--- src/shared/setup_fetch_defs.vh ---
// Purpose: Constants for the power-up setup word fetch block
// Assumes: 50 MHz system clock, 32-bit AHB-Lite register bus
// Notes:   Definitions only; included by bare name
`ifndef SETUP_FETCH_DEFS_VH
`define SETUP_FETCH_DEFS_VH

// Clock and timing figures in their own units
`define CLK_HZ              50000000
`define CLK_MHZ             50
`define INIT_TIME_US        1500
`define SERIAL_DEFAULT_BAUD 57600
`define BITS_PER_BYTE       10
// Sized to the 20-bit counters: 1500 us at 50 MHz, and a ten-bit
// byte at the default baud rounded up so the turnaround is never short
`define INIT_LIMIT_CYC      20'h124F8
`define BYTE_TIME_CYC       20'h21E9
// Strobe hold per external read, covers 30 ns buffer path plus sync
`define READ_HOLD_CYC       4'h6

// Peripheral addresses of the three setup words
`define PADDR_MOTOR         16'h0100
`define PADDR_SERIAL        16'h0200
`define PADDR_CAN           16'h0400
`define SETUP_DEFAULT_WORD  16'hFFFF

// Register byte offsets
`define REG_STATUS          8'h00
`define REG_CONTROL         8'h04
`define REG_MOTOR_SETUP     8'h08
`define REG_SERIAL_MODE     8'h0C
`define REG_CAN_MODE        8'h10
`define REG_BYTE_TIME       8'h14
`define REG_RAW_SERIAL      8'h18
`define REG_RAW_CAN         8'h1C

// Field positions
`define ST_INIT_DONE        0
`define ST_SERIAL_DEFAULT   1
`define ST_CAN_DEFAULT      2
`define ST_RESP_ALLOWED     3
`define CTL_HALF_DUPLEX     0
`define CTL_RESTART         1
`define CONTROL_RESET       2'h0
`endif

--- src/rtl/setup_fetch.v ---
// Purpose: Fetch motor, serial and CAN setup words after reset and hold the configuration
// Assumes: Board buffers drive setup words only while strobe and select are low and the address bit is high
// Notes:   Setup words are passed on undecoded; field encoding lives downstream
//
// The register offsets and the AHB-Lite register port were left to the implementer.
`timescale 1ns/100ps
`default_nettype none
`include "setup_fetch_defs.vh"

module setup_fetch #(
	parameter [19:0] INIT_LIMIT_CYCLES   = `INIT_LIMIT_CYC,  // Init deadline
	parameter [19:0] DEFAULT_BYTE_CYCLES = `BYTE_TIME_CYC,   // Byte time at default baud
	parameter [15:0] SERIAL_DEFAULT_MODE = 16'h0000,         // Encoded 57600 8N1 point-to-point
	parameter [15:0] CAN_DEFAULT_MODE    = 16'h0000          // Encoded 20 kbps, node id 0
) (
	input  wire        hclk,
	input  wire        hresetn,
	input  wire        hsel,
	input  wire [31:0] haddr,
	input  wire [1:0]  htrans,
	input  wire        hwrite,
	input  wire [2:0]  hsize,
	input  wire [31:0] hwdata,
	input  wire        hready,
	output wire        hreadyout,
	output wire        hresp,
	output reg  [31:0] hrdata,
	output reg  [15:0] ext_addr,
	output reg         bus_read_strobe_n,
	output reg         peripheral_space_select_n,
	input  wire [15:0] ext_data_in,
	output wire [15:0] ext_data_out,
	output wire        ext_data_oe,
	input  wire        host_cmd_end,
	output wire        response_allowed,
	output reg         init_done,
	output reg  [15:0] motor_setup_word,
	output reg  [15:0] serial_mode_word,
	output reg  [15:0] can_mode_word,
	output reg         serial_using_default,
	output reg         can_using_default
);

	// Fetch sequencer states
	localparam [2:0] S_START  = 3'h0;
	localparam [2:0] S_STROBE = 3'h1;
	localparam [2:0] S_SETTLE = 3'h2;
	localparam [2:0] S_GAP    = 3'h3;
	localparam [2:0] S_DONE   = 3'h4;

	reg  [2:0]  state_q;         // Sequencer state
	reg  [1:0]  word_idx_q;      // 0 motor, 1 serial, 2 CAN
	reg  [3:0]  hold_cnt_q;      // Strobe hold counter
	reg  [19:0] init_cnt_q;      // Cycles since release or restart
	reg  [15:0] data_s1_q;       // Pin synchroniser, first stage
	reg  [15:0] data_s2_q;       // Second stage
	reg  [15:0] data_s3_q;       // Third stage
	reg  [15:0] raw_serial_q;    // Serial word as read from the bus
	reg  [15:0] raw_can_q;       // CAN word as read from the bus
	reg         half_duplex_q;   // Control: shared line operation
	reg         restart_q;       // Control: one-cycle refetch request
	reg  [19:0] byte_time_q;     // Byte time in clock cycles
	reg  [19:0] resp_cnt_q;      // Turnaround counter
	reg         resp_wait_q;     // Turnaround in progress
	reg         ap_write_q;      // Data phase is a write
	reg  [7:0]  ap_addr_q;       // Latched register offset
	wire        data_stable;     // Second and third stage agree
	wire        ap_take;         // Address phase accepted
	wire        init_timeout;    // Deadline reached without finishing
	reg  [15:0] cur_addr;        // Address of the word being fetched
	reg  [31:0] rd_mux;          // Register read data

	// The device never drives the data bus while fetching; the pad
	// pull-ups make an unbuffered read return all ones
	assign ext_data_out = 16'h0000;
	assign ext_data_oe  = 1'b0;

	// Two later stages agree before a word is trusted
	assign data_stable  = (data_s2_q == data_s3_q);
	assign init_timeout = (init_cnt_q >= INIT_LIMIT_CYCLES) && !init_done;

	// Zero wait-state slave, always OKAY
	assign hreadyout = 1'b1;
	assign hresp     = 1'b0;
	assign ap_take   = hsel && htrans[1] && hready;

	// Each word owns one dedicated address line
	always @* begin
		case (word_idx_q)
			2'd0:    cur_addr = `PADDR_MOTOR;
			2'd1:    cur_addr = `PADDR_SERIAL;
			2'd2:    cur_addr = `PADDR_CAN;
			default: cur_addr = `PADDR_MOTOR;
		endcase
	end

	// Data bus synchroniser; first stage feeds only the second
	always @(posedge hclk or negedge hresetn) begin
		if (!hresetn) begin
			data_s1_q <= 16'h0000;
			data_s2_q <= 16'h0000;
			data_s3_q <= 16'h0000;
		end else begin
			data_s1_q <= ext_data_in;
			data_s2_q <= data_s1_q;
			data_s3_q <= data_s2_q;
		end
	end

	// Fetch sequencer: three peripheral reads after reset or restart
	always @(posedge hclk or negedge hresetn) begin
		if (!hresetn) begin
			state_q                   <= S_START;
			word_idx_q                <= 2'd0;
			hold_cnt_q                <= 4'h0;
			init_cnt_q                <= 20'h00000;
			ext_addr                  <= 16'h0000;
			bus_read_strobe_n         <= 1'b1;
			peripheral_space_select_n <= 1'b1;
			init_done                 <= 1'b0;
			motor_setup_word          <= 16'h0000;
			raw_serial_q              <= `SETUP_DEFAULT_WORD;
			raw_can_q                 <= `SETUP_DEFAULT_WORD;
		end else if (restart_q) begin
			// Software refetch reruns the whole sequence
			state_q                   <= S_START;
			word_idx_q                <= 2'd0;
			init_cnt_q                <= 20'h00000;
			init_done                 <= 1'b0;
			bus_read_strobe_n         <= 1'b1;
			peripheral_space_select_n <= 1'b1;
		end else if (init_timeout) begin
			// Deadline guard: whatever was not read keeps its last value (the defaults after a reset)
			state_q                   <= S_DONE;
			init_done                 <= 1'b1;
			bus_read_strobe_n         <= 1'b1;
			peripheral_space_select_n <= 1'b1;
		end else begin
			if (!init_done) begin
				init_cnt_q <= init_cnt_q + 20'h00001;
			end
			case (state_q)
				S_START: begin
					// Present address and select, open the read
					ext_addr                  <= cur_addr;
					peripheral_space_select_n <= 1'b0;
					bus_read_strobe_n         <= 1'b0;
					hold_cnt_q                <= `READ_HOLD_CYC;
					state_q                   <= S_STROBE;
				end
				S_STROBE: begin
					// Give the board buffer and synchroniser time
					if (hold_cnt_q == 4'h0) begin
						state_q <= S_SETTLE;
					end else begin
						hold_cnt_q <= hold_cnt_q - 4'h1;
					end
				end
				S_SETTLE: begin
					// Capture only a word that has stopped moving
					if (data_stable) begin
						case (word_idx_q)
							2'd0:    motor_setup_word <= data_s3_q;
							2'd1:    raw_serial_q     <= data_s3_q;
							default: raw_can_q        <= data_s3_q;
						endcase
						bus_read_strobe_n         <= 1'b1;
						peripheral_space_select_n <= 1'b1;
						state_q                   <= S_GAP;
					end
				end
				S_GAP: begin
					// One idle cycle so buffers release before the next read
					if (word_idx_q == 2'd2) begin
						init_done <= 1'b1;
						state_q   <= S_DONE;
					end else begin
						word_idx_q <= word_idx_q + 2'd1;
						state_q    <= S_START;
					end
				end
				S_DONE: begin
					state_q <= S_DONE;
				end
				default: begin
					state_q <= S_START;
				end
			endcase
		end
	end

	// Effective configuration: boot words, then run-time mode commands
	always @(posedge hclk or negedge hresetn) begin
		if (!hresetn) begin
			serial_mode_word     <= SERIAL_DEFAULT_MODE;
			can_mode_word        <= CAN_DEFAULT_MODE;
			serial_using_default <= 1'b1;
			can_using_default    <= 1'b1;
		end else if (state_q == S_GAP && word_idx_q == 2'd1) begin
			if (raw_serial_q == `SETUP_DEFAULT_WORD) begin
				serial_mode_word     <= SERIAL_DEFAULT_MODE;
				serial_using_default <= 1'b1;
			end else begin
				serial_mode_word     <= raw_serial_q;
				serial_using_default <= 1'b0;
			end
		end else if (state_q == S_GAP && word_idx_q == 2'd2) begin
			if (raw_can_q == `SETUP_DEFAULT_WORD) begin
				can_mode_word     <= CAN_DEFAULT_MODE;
				can_using_default <= 1'b1;
			end else begin
				can_mode_word     <= raw_can_q;
				can_using_default <= 1'b0;
			end
		end else if (ap_write_q && init_done) begin
			// Mode-setting commands only once the link is up
			if (ap_addr_q == `REG_SERIAL_MODE) begin
				serial_mode_word     <= hwdata[15:0];
				serial_using_default <= 1'b0;
			end
			if (ap_addr_q == `REG_CAN_MODE) begin
				can_mode_word     <= hwdata[15:0];
				can_using_default <= 1'b0;
			end
		end
	end

	// Half-duplex turnaround: hold off replies for one byte time
	assign response_allowed = !half_duplex_q || !resp_wait_q;

	always @(posedge hclk or negedge hresetn) begin
		if (!hresetn) begin
			resp_cnt_q  <= 20'h00000;
			resp_wait_q <= 1'b0;
		end else if (host_cmd_end) begin
			// Each command end restarts the wait, relying on the host
			// to have freed the line by the time it runs out
			resp_cnt_q  <= 20'h00000;
			resp_wait_q <= 1'b1;
		end else if (resp_wait_q) begin
			if (resp_cnt_q + 20'h00001 >= byte_time_q) begin
				resp_wait_q <= 1'b0;
			end
			resp_cnt_q <= resp_cnt_q + 20'h00001;
		end
	end

	// AHB-Lite address phase capture
	always @(posedge hclk or negedge hresetn) begin
		if (!hresetn) begin
			ap_write_q <= 1'b0;
			ap_addr_q  <= 8'h00;
		end else if (hready) begin
			ap_write_q <= ap_take && hwrite;
			ap_addr_q  <= haddr[7:0];
		end
	end

	// Control and byte-time registers; restart bit self-clears
	always @(posedge hclk or negedge hresetn) begin
		if (!hresetn) begin
			half_duplex_q <= 1'b0;
			restart_q     <= 1'b0;
			byte_time_q   <= DEFAULT_BYTE_CYCLES;
		end else begin
			restart_q <= 1'b0;
			if (ap_write_q && ap_addr_q == `REG_CONTROL) begin
				half_duplex_q <= hwdata[`CTL_HALF_DUPLEX];
				restart_q     <= hwdata[`CTL_RESTART];
			end
			// A zero byte time is stored as one; either value holds the line one cycle
			if (ap_write_q && ap_addr_q == `REG_BYTE_TIME) begin
				byte_time_q <= (hwdata[19:0] == 20'h00000) ? 20'h00001 : hwdata[19:0];
			end
		end
	end

	// Register read multiplexer; unmapped offsets read zero
	always @* begin
		rd_mux = 32'h00000000;
		case (haddr[7:0])
			`REG_STATUS: begin
				rd_mux[`ST_INIT_DONE]      = init_done;
				rd_mux[`ST_SERIAL_DEFAULT] = serial_using_default;
				rd_mux[`ST_CAN_DEFAULT]    = can_using_default;
				rd_mux[`ST_RESP_ALLOWED]   = response_allowed;
			end
			`REG_CONTROL:     rd_mux[`CTL_HALF_DUPLEX] = half_duplex_q;
			`REG_MOTOR_SETUP: rd_mux[15:0] = motor_setup_word;
			`REG_SERIAL_MODE: rd_mux[15:0] = serial_mode_word;
			`REG_CAN_MODE:    rd_mux[15:0] = can_mode_word;
			`REG_BYTE_TIME:   rd_mux[19:0] = byte_time_q;
			`REG_RAW_SERIAL:  rd_mux[15:0] = raw_serial_q;
			`REG_RAW_CAN:     rd_mux[15:0] = raw_can_q;
			default:          rd_mux = 32'h00000000;
		endcase
	end

	// Read data registered at the address phase, stands in the data phase
	always @(posedge hclk or negedge hresetn) begin
		if (!hresetn) begin
			hrdata <= 32'h00000000;
		end else if (ap_take && !hwrite) begin
			hrdata <= rd_mux;
		end
	end

endmodule
`default_nettype wire

--- config.mk ---
export PLATFORM = sky130hd
export DESIGN_NAME = setup_fetch
export DESIGN_NICKNAME = d
export VERILOG_FILES = /design/src/rtl/setup_fetch.v
export VERILOG_INCLUDE_DIRS = /design/src /design/src/shared
export SDC_FILE = /design/constraint.sdc
export NUM_CORES = 1
export LEC_CHECK = 0
export ABC_AREA = 0
export ABC_CLOCK_PERIOD_IN_PS = 4160
export BUFFER_PORTS_ARGS = -buffer_cell sky130_fd_sc_hd__buf_2
export CORE_AREA = 4 4 115 199
export CTS_BUF_LIST = sky130_fd_sc_hd__clkbuf_2
export DETAILED_ROUTE_END_ITERATION = 10
export DIE_AREA = 0 0 119 203
export HOLD_SLACK_MARGIN = 0.06
export PLACE_DENSITY = 0.87
export SETUP_SLACK_MARGIN = 0.05
export SYNTH_ARGS = -nofsm -noshare
export SYNTH_HDL_FRONTEND = slang
export SYNTH_SLANG_ARGS = --single-unit
--- constraint.sdc ---
create_clock -name hclk -period 4.16 [get_ports hclk]
set_clock_uncertainty 0.1 [all_clocks]
set_input_delay 0.624 -clock hclk [delete_from_list [all_inputs] [get_ports hclk]]
set_output_delay 0.624 -clock hclk [all_outputs]
set_load 0.05 [all_outputs]
# ---- Yosys cells after proc, flatten, opt, wreduce, memory -nomap -nowiden
# Index checks and enable logic that the tools add are counted.
dict set report word_totals {
  register_bits 249
  inputBits 91
  output_inout_bits 121
  elab_cells 158
}
dict set report op_classes {
  add_sub_neg 4
  n_lt_le_gt_ge 2
  n_eq_ne 27
  n_mux 53
  bitwise_logic 4
  reduce_logical 43
}
# operator count
set ops {}
lappend ops {{$mux 16} 9}
lappend ops {{$mux 20} 6}
lappend ops {{$pmux 12 s6} 1}
lappend ops {{$eq 8x5->1 const B} 6}
lappend ops {{$add 20x1->20 const B} 2}
lappend ops {{$eq 16x16->1 const B} 2}
lappend ops {{$eq 8x4->1 const B} 3}
lappend ops {{$pmux 11 s2} 1}
lappend ops {{$pmux 3 s7} 1}
lappend ops {{$ge 20x17->1 const B} 1}
lappend ops {{$ge 20x20->1} 1}
lappend ops {{$logic_not 20->1} 1}
lappend ops {{$mux 1} 20}
lappend ops {{$eq 16x16->1} 1}
lappend ops {{$eq 8x3->1 const B} 2}
lappend ops {{$mux 3} 5}
lappend ops {{$pmux 3 s5} 1}
lappend ops {{$reduce_and 5->1} 3}
lappend ops {{$reduce_bool 2->1} 7}
lappend ops {{$reduce_and 3->1} 4}
lappend ops {{$logic_and 1x1->1} 10}
lappend ops {{$logic_not 8->1} 1}
lappend ops {{$mux 2} 4}
lappend ops {{$mux 4} 2}
lappend ops {{24 further kinds} 39}

# ---- Depth between registers and ports, before layout
dict set report depth {
  ltp_word 5
  mapped_depth 13
  depth_no_buf 12
}

# ---- Worst setup path after synthesis
# No wires, ideal clock.
dict set report synth_path {
  path_kind {register -> register}
  start {reg resp_cnt_q[2]}
  end {reg resp_wait_q}
  setup_time_ps 120
  arrival_ps 3001
  required_time_ps 3940
  setup_slack_ps 939
  path_stages_with_launch 13
  path_buffers 2
  synth_period_minus_slack_ps 3221
  path_cell_list {dfrtp_1 -> clkbuf_1 -> nand2_1 -> or4_1 -> clkbuf_1 -> nor2_1 -> and3_1 -> xor2_1 -> ha_1 -> and4_1 -> nand4_1 -> or4_1 -> a41o_1}
}
dict set report synth_via {
  elab_chain_len 5
}
# element line_no
set synth_lines {}
lappend synth_lines {{from (decl)} setup_fetch.v:63} ;# reg [19:0] resp_cnt_q;
lappend synth_lines {{from (signal assigned)} setup_fetch.v:244} ;# resp_cnt_q <= resp_cnt_q + 20'h00001;
lappend synth_lines {{$add 20x1->20} setup_fetch.v:241} ;# if (resp_cnt_q + 20'h00001 >= byte_time_q) begin
lappend synth_lines {{$ge 20x20->1} setup_fetch.v:241}
lappend synth_lines {{$mux 1} setup_fetch.v:241}
lappend synth_lines {{$mux 1} setup_fetch.v:240} ;# end else if (resp_wait_q) begin
lappend synth_lines {{$mux 1} setup_fetch.v:235} ;# end else if (host_cmd_end) begin
lappend synth_lines {{to (signal assigned)} setup_fetch.v:234} ;# resp_wait_q <= 1'b0;
lappend synth_lines {{to (signal assigned)} setup_fetch.v:239} ;# resp_wait_q <= 1'b1;
lappend synth_lines {{to (signal assigned)} setup_fetch.v:242} ;# resp_wait_q <= 1'b0;
lappend synth_lines {{to (decl)} setup_fetch.v:64} ;# reg resp_wait_q;
# Every way passes these cells.
# A chain may end at the register's enable or synchronous reset.

# ---- Final worst setup path
dict set report layout_path {
  start {reg resp_cnt_q[0]}
  end {reg resp_wait_q}
}
# Same word-level chain as after synthesis.

==> results.yml <==
status:
  status: "finished clean"
route:
  dr.pass1.iters: 7
  wirelength_mm: 30.1
  antenna_left: 0
  vias_per_cell: 5.77
  num_vias: 9104
  post_drt_wl_per_cell_microns: 19.1
  route.detailed.drc: 0
  drt_iter0_drc: 755
setup_path:
  crit_buf_inv: 0
  ff2ff_setup_slack_ns: 0.51
  crit_required_ns: 4.81
  cp_num_cells: 11
  cpMaxStageDelayCell: "or4_1"
  cp_data_arrival_time_ns: 4.30
  path_class: "reg -> reg"
  cp-start-kind: "register"
  crit_family: "simple AND/OR/NAND/NOR gates"
  critPathMaxStageDelay_ns: 0.55
  endpoint_kind: "register"
  rr_worst_depth: 11
  path_max_fanout: 6
  crit_chain: "ha_1 > nand3_1 > nor2_1 > nand3_1 > nor3_1 > xor2_1 > ha_1 > and4_1 > nand4_1 > or4_1 > a41o_1"
global_route:
  grt_first_pass_wirelength_mm: 48.1
  antenna_found_initial: 1
  grt_usage: 0.249
  grt_start_max_net_pins: 119
  first_global_vias: 9220
  grt-ovfl-total: 0
clock_network:
  numCtsBuffers: 53
  clk_pin_slew_ns: 0.11
  clkSinkCount: 236
  insertion_delay_ns: 0.90
  cts_htree_levels: 2
  clockBufferDepth: 3
  cts-root-buf: "clkbuf_2"
  cts_tree: "done"
  cts_setup_buffers: 0
logic_synthesis:
  ys_ff_latch: 236
  yosys.area.top_type: "dfrtp_1"
  synth_commonest_cells: "dfrtp_1, nand2_1, nor2_1"
  synth_flop_cell: "dfrtp_1"
  synth.most_common_cell: "dfrtp_1"
  ys_top_cells_by_area: "dfrtp_1, dfstp_2, mux2_4, buf_4, ha_1"
  syn_area_per_cell_sq_um: 11.0
  async_flop_share: 1.00
  synthCells: 1042
  yosys.area.top_type_share: 0.423
  ys_types: 67
  syn_area_sq_um: 11500
  ys_seq_area_frac: 0.519
  yosysWarningCount: 0
  synth_edf_count: 0
timing:
  worstMarginPinSlew_ns: 0.895
  relSlewSlack: 0.403
  timing.final.crit_share: 0.877
  achievable-frequency_mhz: 274
  setup_tns_ns: 0
  hold_viol: 0
  finalSetupViolCount: 0
  finalCriticalPeriod_ns: 3.65
  slew_violations: 0
  rsz0062_at_grt: "false"
floorplanning:
  die_w_microns: 119
  core_area_sq_um: 21400
  pin_count: 212
  die_area_sq_um: 24200
  die_h_microns: 203
  rows: 71
  start_util: 0.537
pwr:
  power_mw: 6.23
  power_density_nw_per_um2: 469
  vdd_drop_max_mv: 0.233
  cellLeakagePower_nw: 6.33
final_layout:
  syn2layout_area_growth_pct: 15.5
  layout.nets: 1362
  drive_gt1_frac: 0.270
  n_fill_cell: 1636
flow_run:
  cap_violations: 0
worst_hold_path:
  hold_path.class: "in -> reg"
  hold_path_depth: 4
placed_design:
  gp_congestion: 1.02
  portBuffers: 127
  hpwl_mm: 21.9
[per-stage QoR]
step / cell area [sq um] / hold WS [ns] / worst slack [ns] / utilization / instances
detailed placement: 12300 / 0.235 / 0.605 / 0.573 / 1429
global route: 13300 / 0.0724 / 0.389 / 0.620 / 1578
CTS: 13300 / 0.0653 / 0.601 / 0.619 / 1577
global placement: 12300 / 0.234 / 0.700 / 0.573 / 1429
finish: 13300 / 0.0746 / 0.511 / 0.620 / 1578
floorplan: 11600 / 0.228 / 0.939 / - / 1084
[final timing paths]
| kind | startpoint | to |
|---|---|---|
| worst max-delay path | resp_cnt_q[0]$_DFFE_PN0P_ | resp_wait_q$_DFF_PN0_ |
| worst min-delay path | hsel | hrdata[3]$_DFFE_PN0P_ |
| worst max register to register | resp_cnt_q[0]$_DFFE_PN0P_ | resp_wait_q$_DFF_PN0_ |
| worst min register to register | data_s1_q[8]$_DFF_PN0_ | data_s2_q[8]$_DFF_PN0_ |
| max in group asynchronous | hresetn | data_s1_q[4]$_DFF_PN0_ |
| min in group asynchronous | hresetn | init_cnt_q[13]$_DFFE_PN0P_ |
[routing by layer]
| layer | global-route usage | up-vias | routed length [microns] |
|---|---|---|---|
| met5 | 0 | - | 0 |
| met3 | 0.0491 | 151 | 2130 |
| met4 | 0.172 | 0 | 2170 |
| li1 | - | 4057 | - |
| met2 | 0.440 | 496 | 15600 |
| met1 | 0.263 | 4400 | 10300 |
[tightest hold or removal path: cells and delay by family]
kind | cells | cell delay (ns)
AND/OR/NAND/NOR | 2 | 0.24
AO/OA/AOI/OAI | 1 | 0.06
buffers and inverters | 1 | 0.10
[area by class of cell]
cell class	instances	area [sq um]	area share
flip-flops and latches	236	5960	0.449
multi-input cells	718	5000	0.377
repair buffers	194	1300	0.0981
clock buffers	82	410	0.0309
well taps	292	365	0.0275
inverters	40	150	0.0113
clock inverters	15	73.8	0.00556
diodes	1	2.50	0.000189
[what timing repair did]
item,in CTS,in global routing
hold buffers,51,0
hold endpoints to repair,186,0
resized for setup,0,0
[cells in the final DEF, fill, tap and decap left out, types with 13 or more instances in the layout]
cell and count:
dfrtp_1 194, buf_2 126, nand2_1 88, clkbuf_2 82, nor2_1 69, dlygate4sd3_1 51
conb_1 44, dfstp_2 42, inv_1 39, xnor2_1 38, nand3_1 37, o21ai_0 36
a21oi_1 31, mux2_2 31, mux2_4 28, ha_1 28, nor3_1 23, nand4_1 23
xor2_1 21, mux2_1 20, o21ai_1 19, a31oi_1 18, a2bb2oi_1 16, mux2i_1 14
buf_4 14, or3_1 13, a221oi_1 13
[sequential cells by signal (all words and copies together) (netlist names), 2 cells and up]
signal,cells
byte_time_q,20
hrdata,20
init_cnt_q,20
resp_cnt_q,20
can_mode_word,16
data_s1_q,16
data_s2_q,16
data_s3_q,16
motor_setup_word,16
raw_can_q,16
raw_serial_q,16
serial_mode_word,16
ap_addr_q,8
hold_cnt_q,4
ext_addr,3
state_q,3
word_idx_q,2
[kinds of logic (layout without fill, tap and decap cells)]
family	count (synthesis)	after routing	share of synthesized area
and+or+nand+nor	308	308	0.132
adders and majority gates	28	28	0.0305
other	2	45	0.000654
DFF	236	236	0.519
muxes	98	98	0.109
buffers and inverters	130	331	0.0600
xor gates and xnor gates	59	59	0.0450
AOI/OAI and AO/OA	181	181	0.105
[where the power goes]
part | internal, mW | leakage [nW] | switching [mW]
clock | 0.533 | 0.376 | 0.909
combinational | 0.554 | 3.10 | 1.32
sequential | 2.60 | 2.85 | 0.316
total | 3.68 | 6.33 | 2.54
Power figures use the tool's default switching activity.
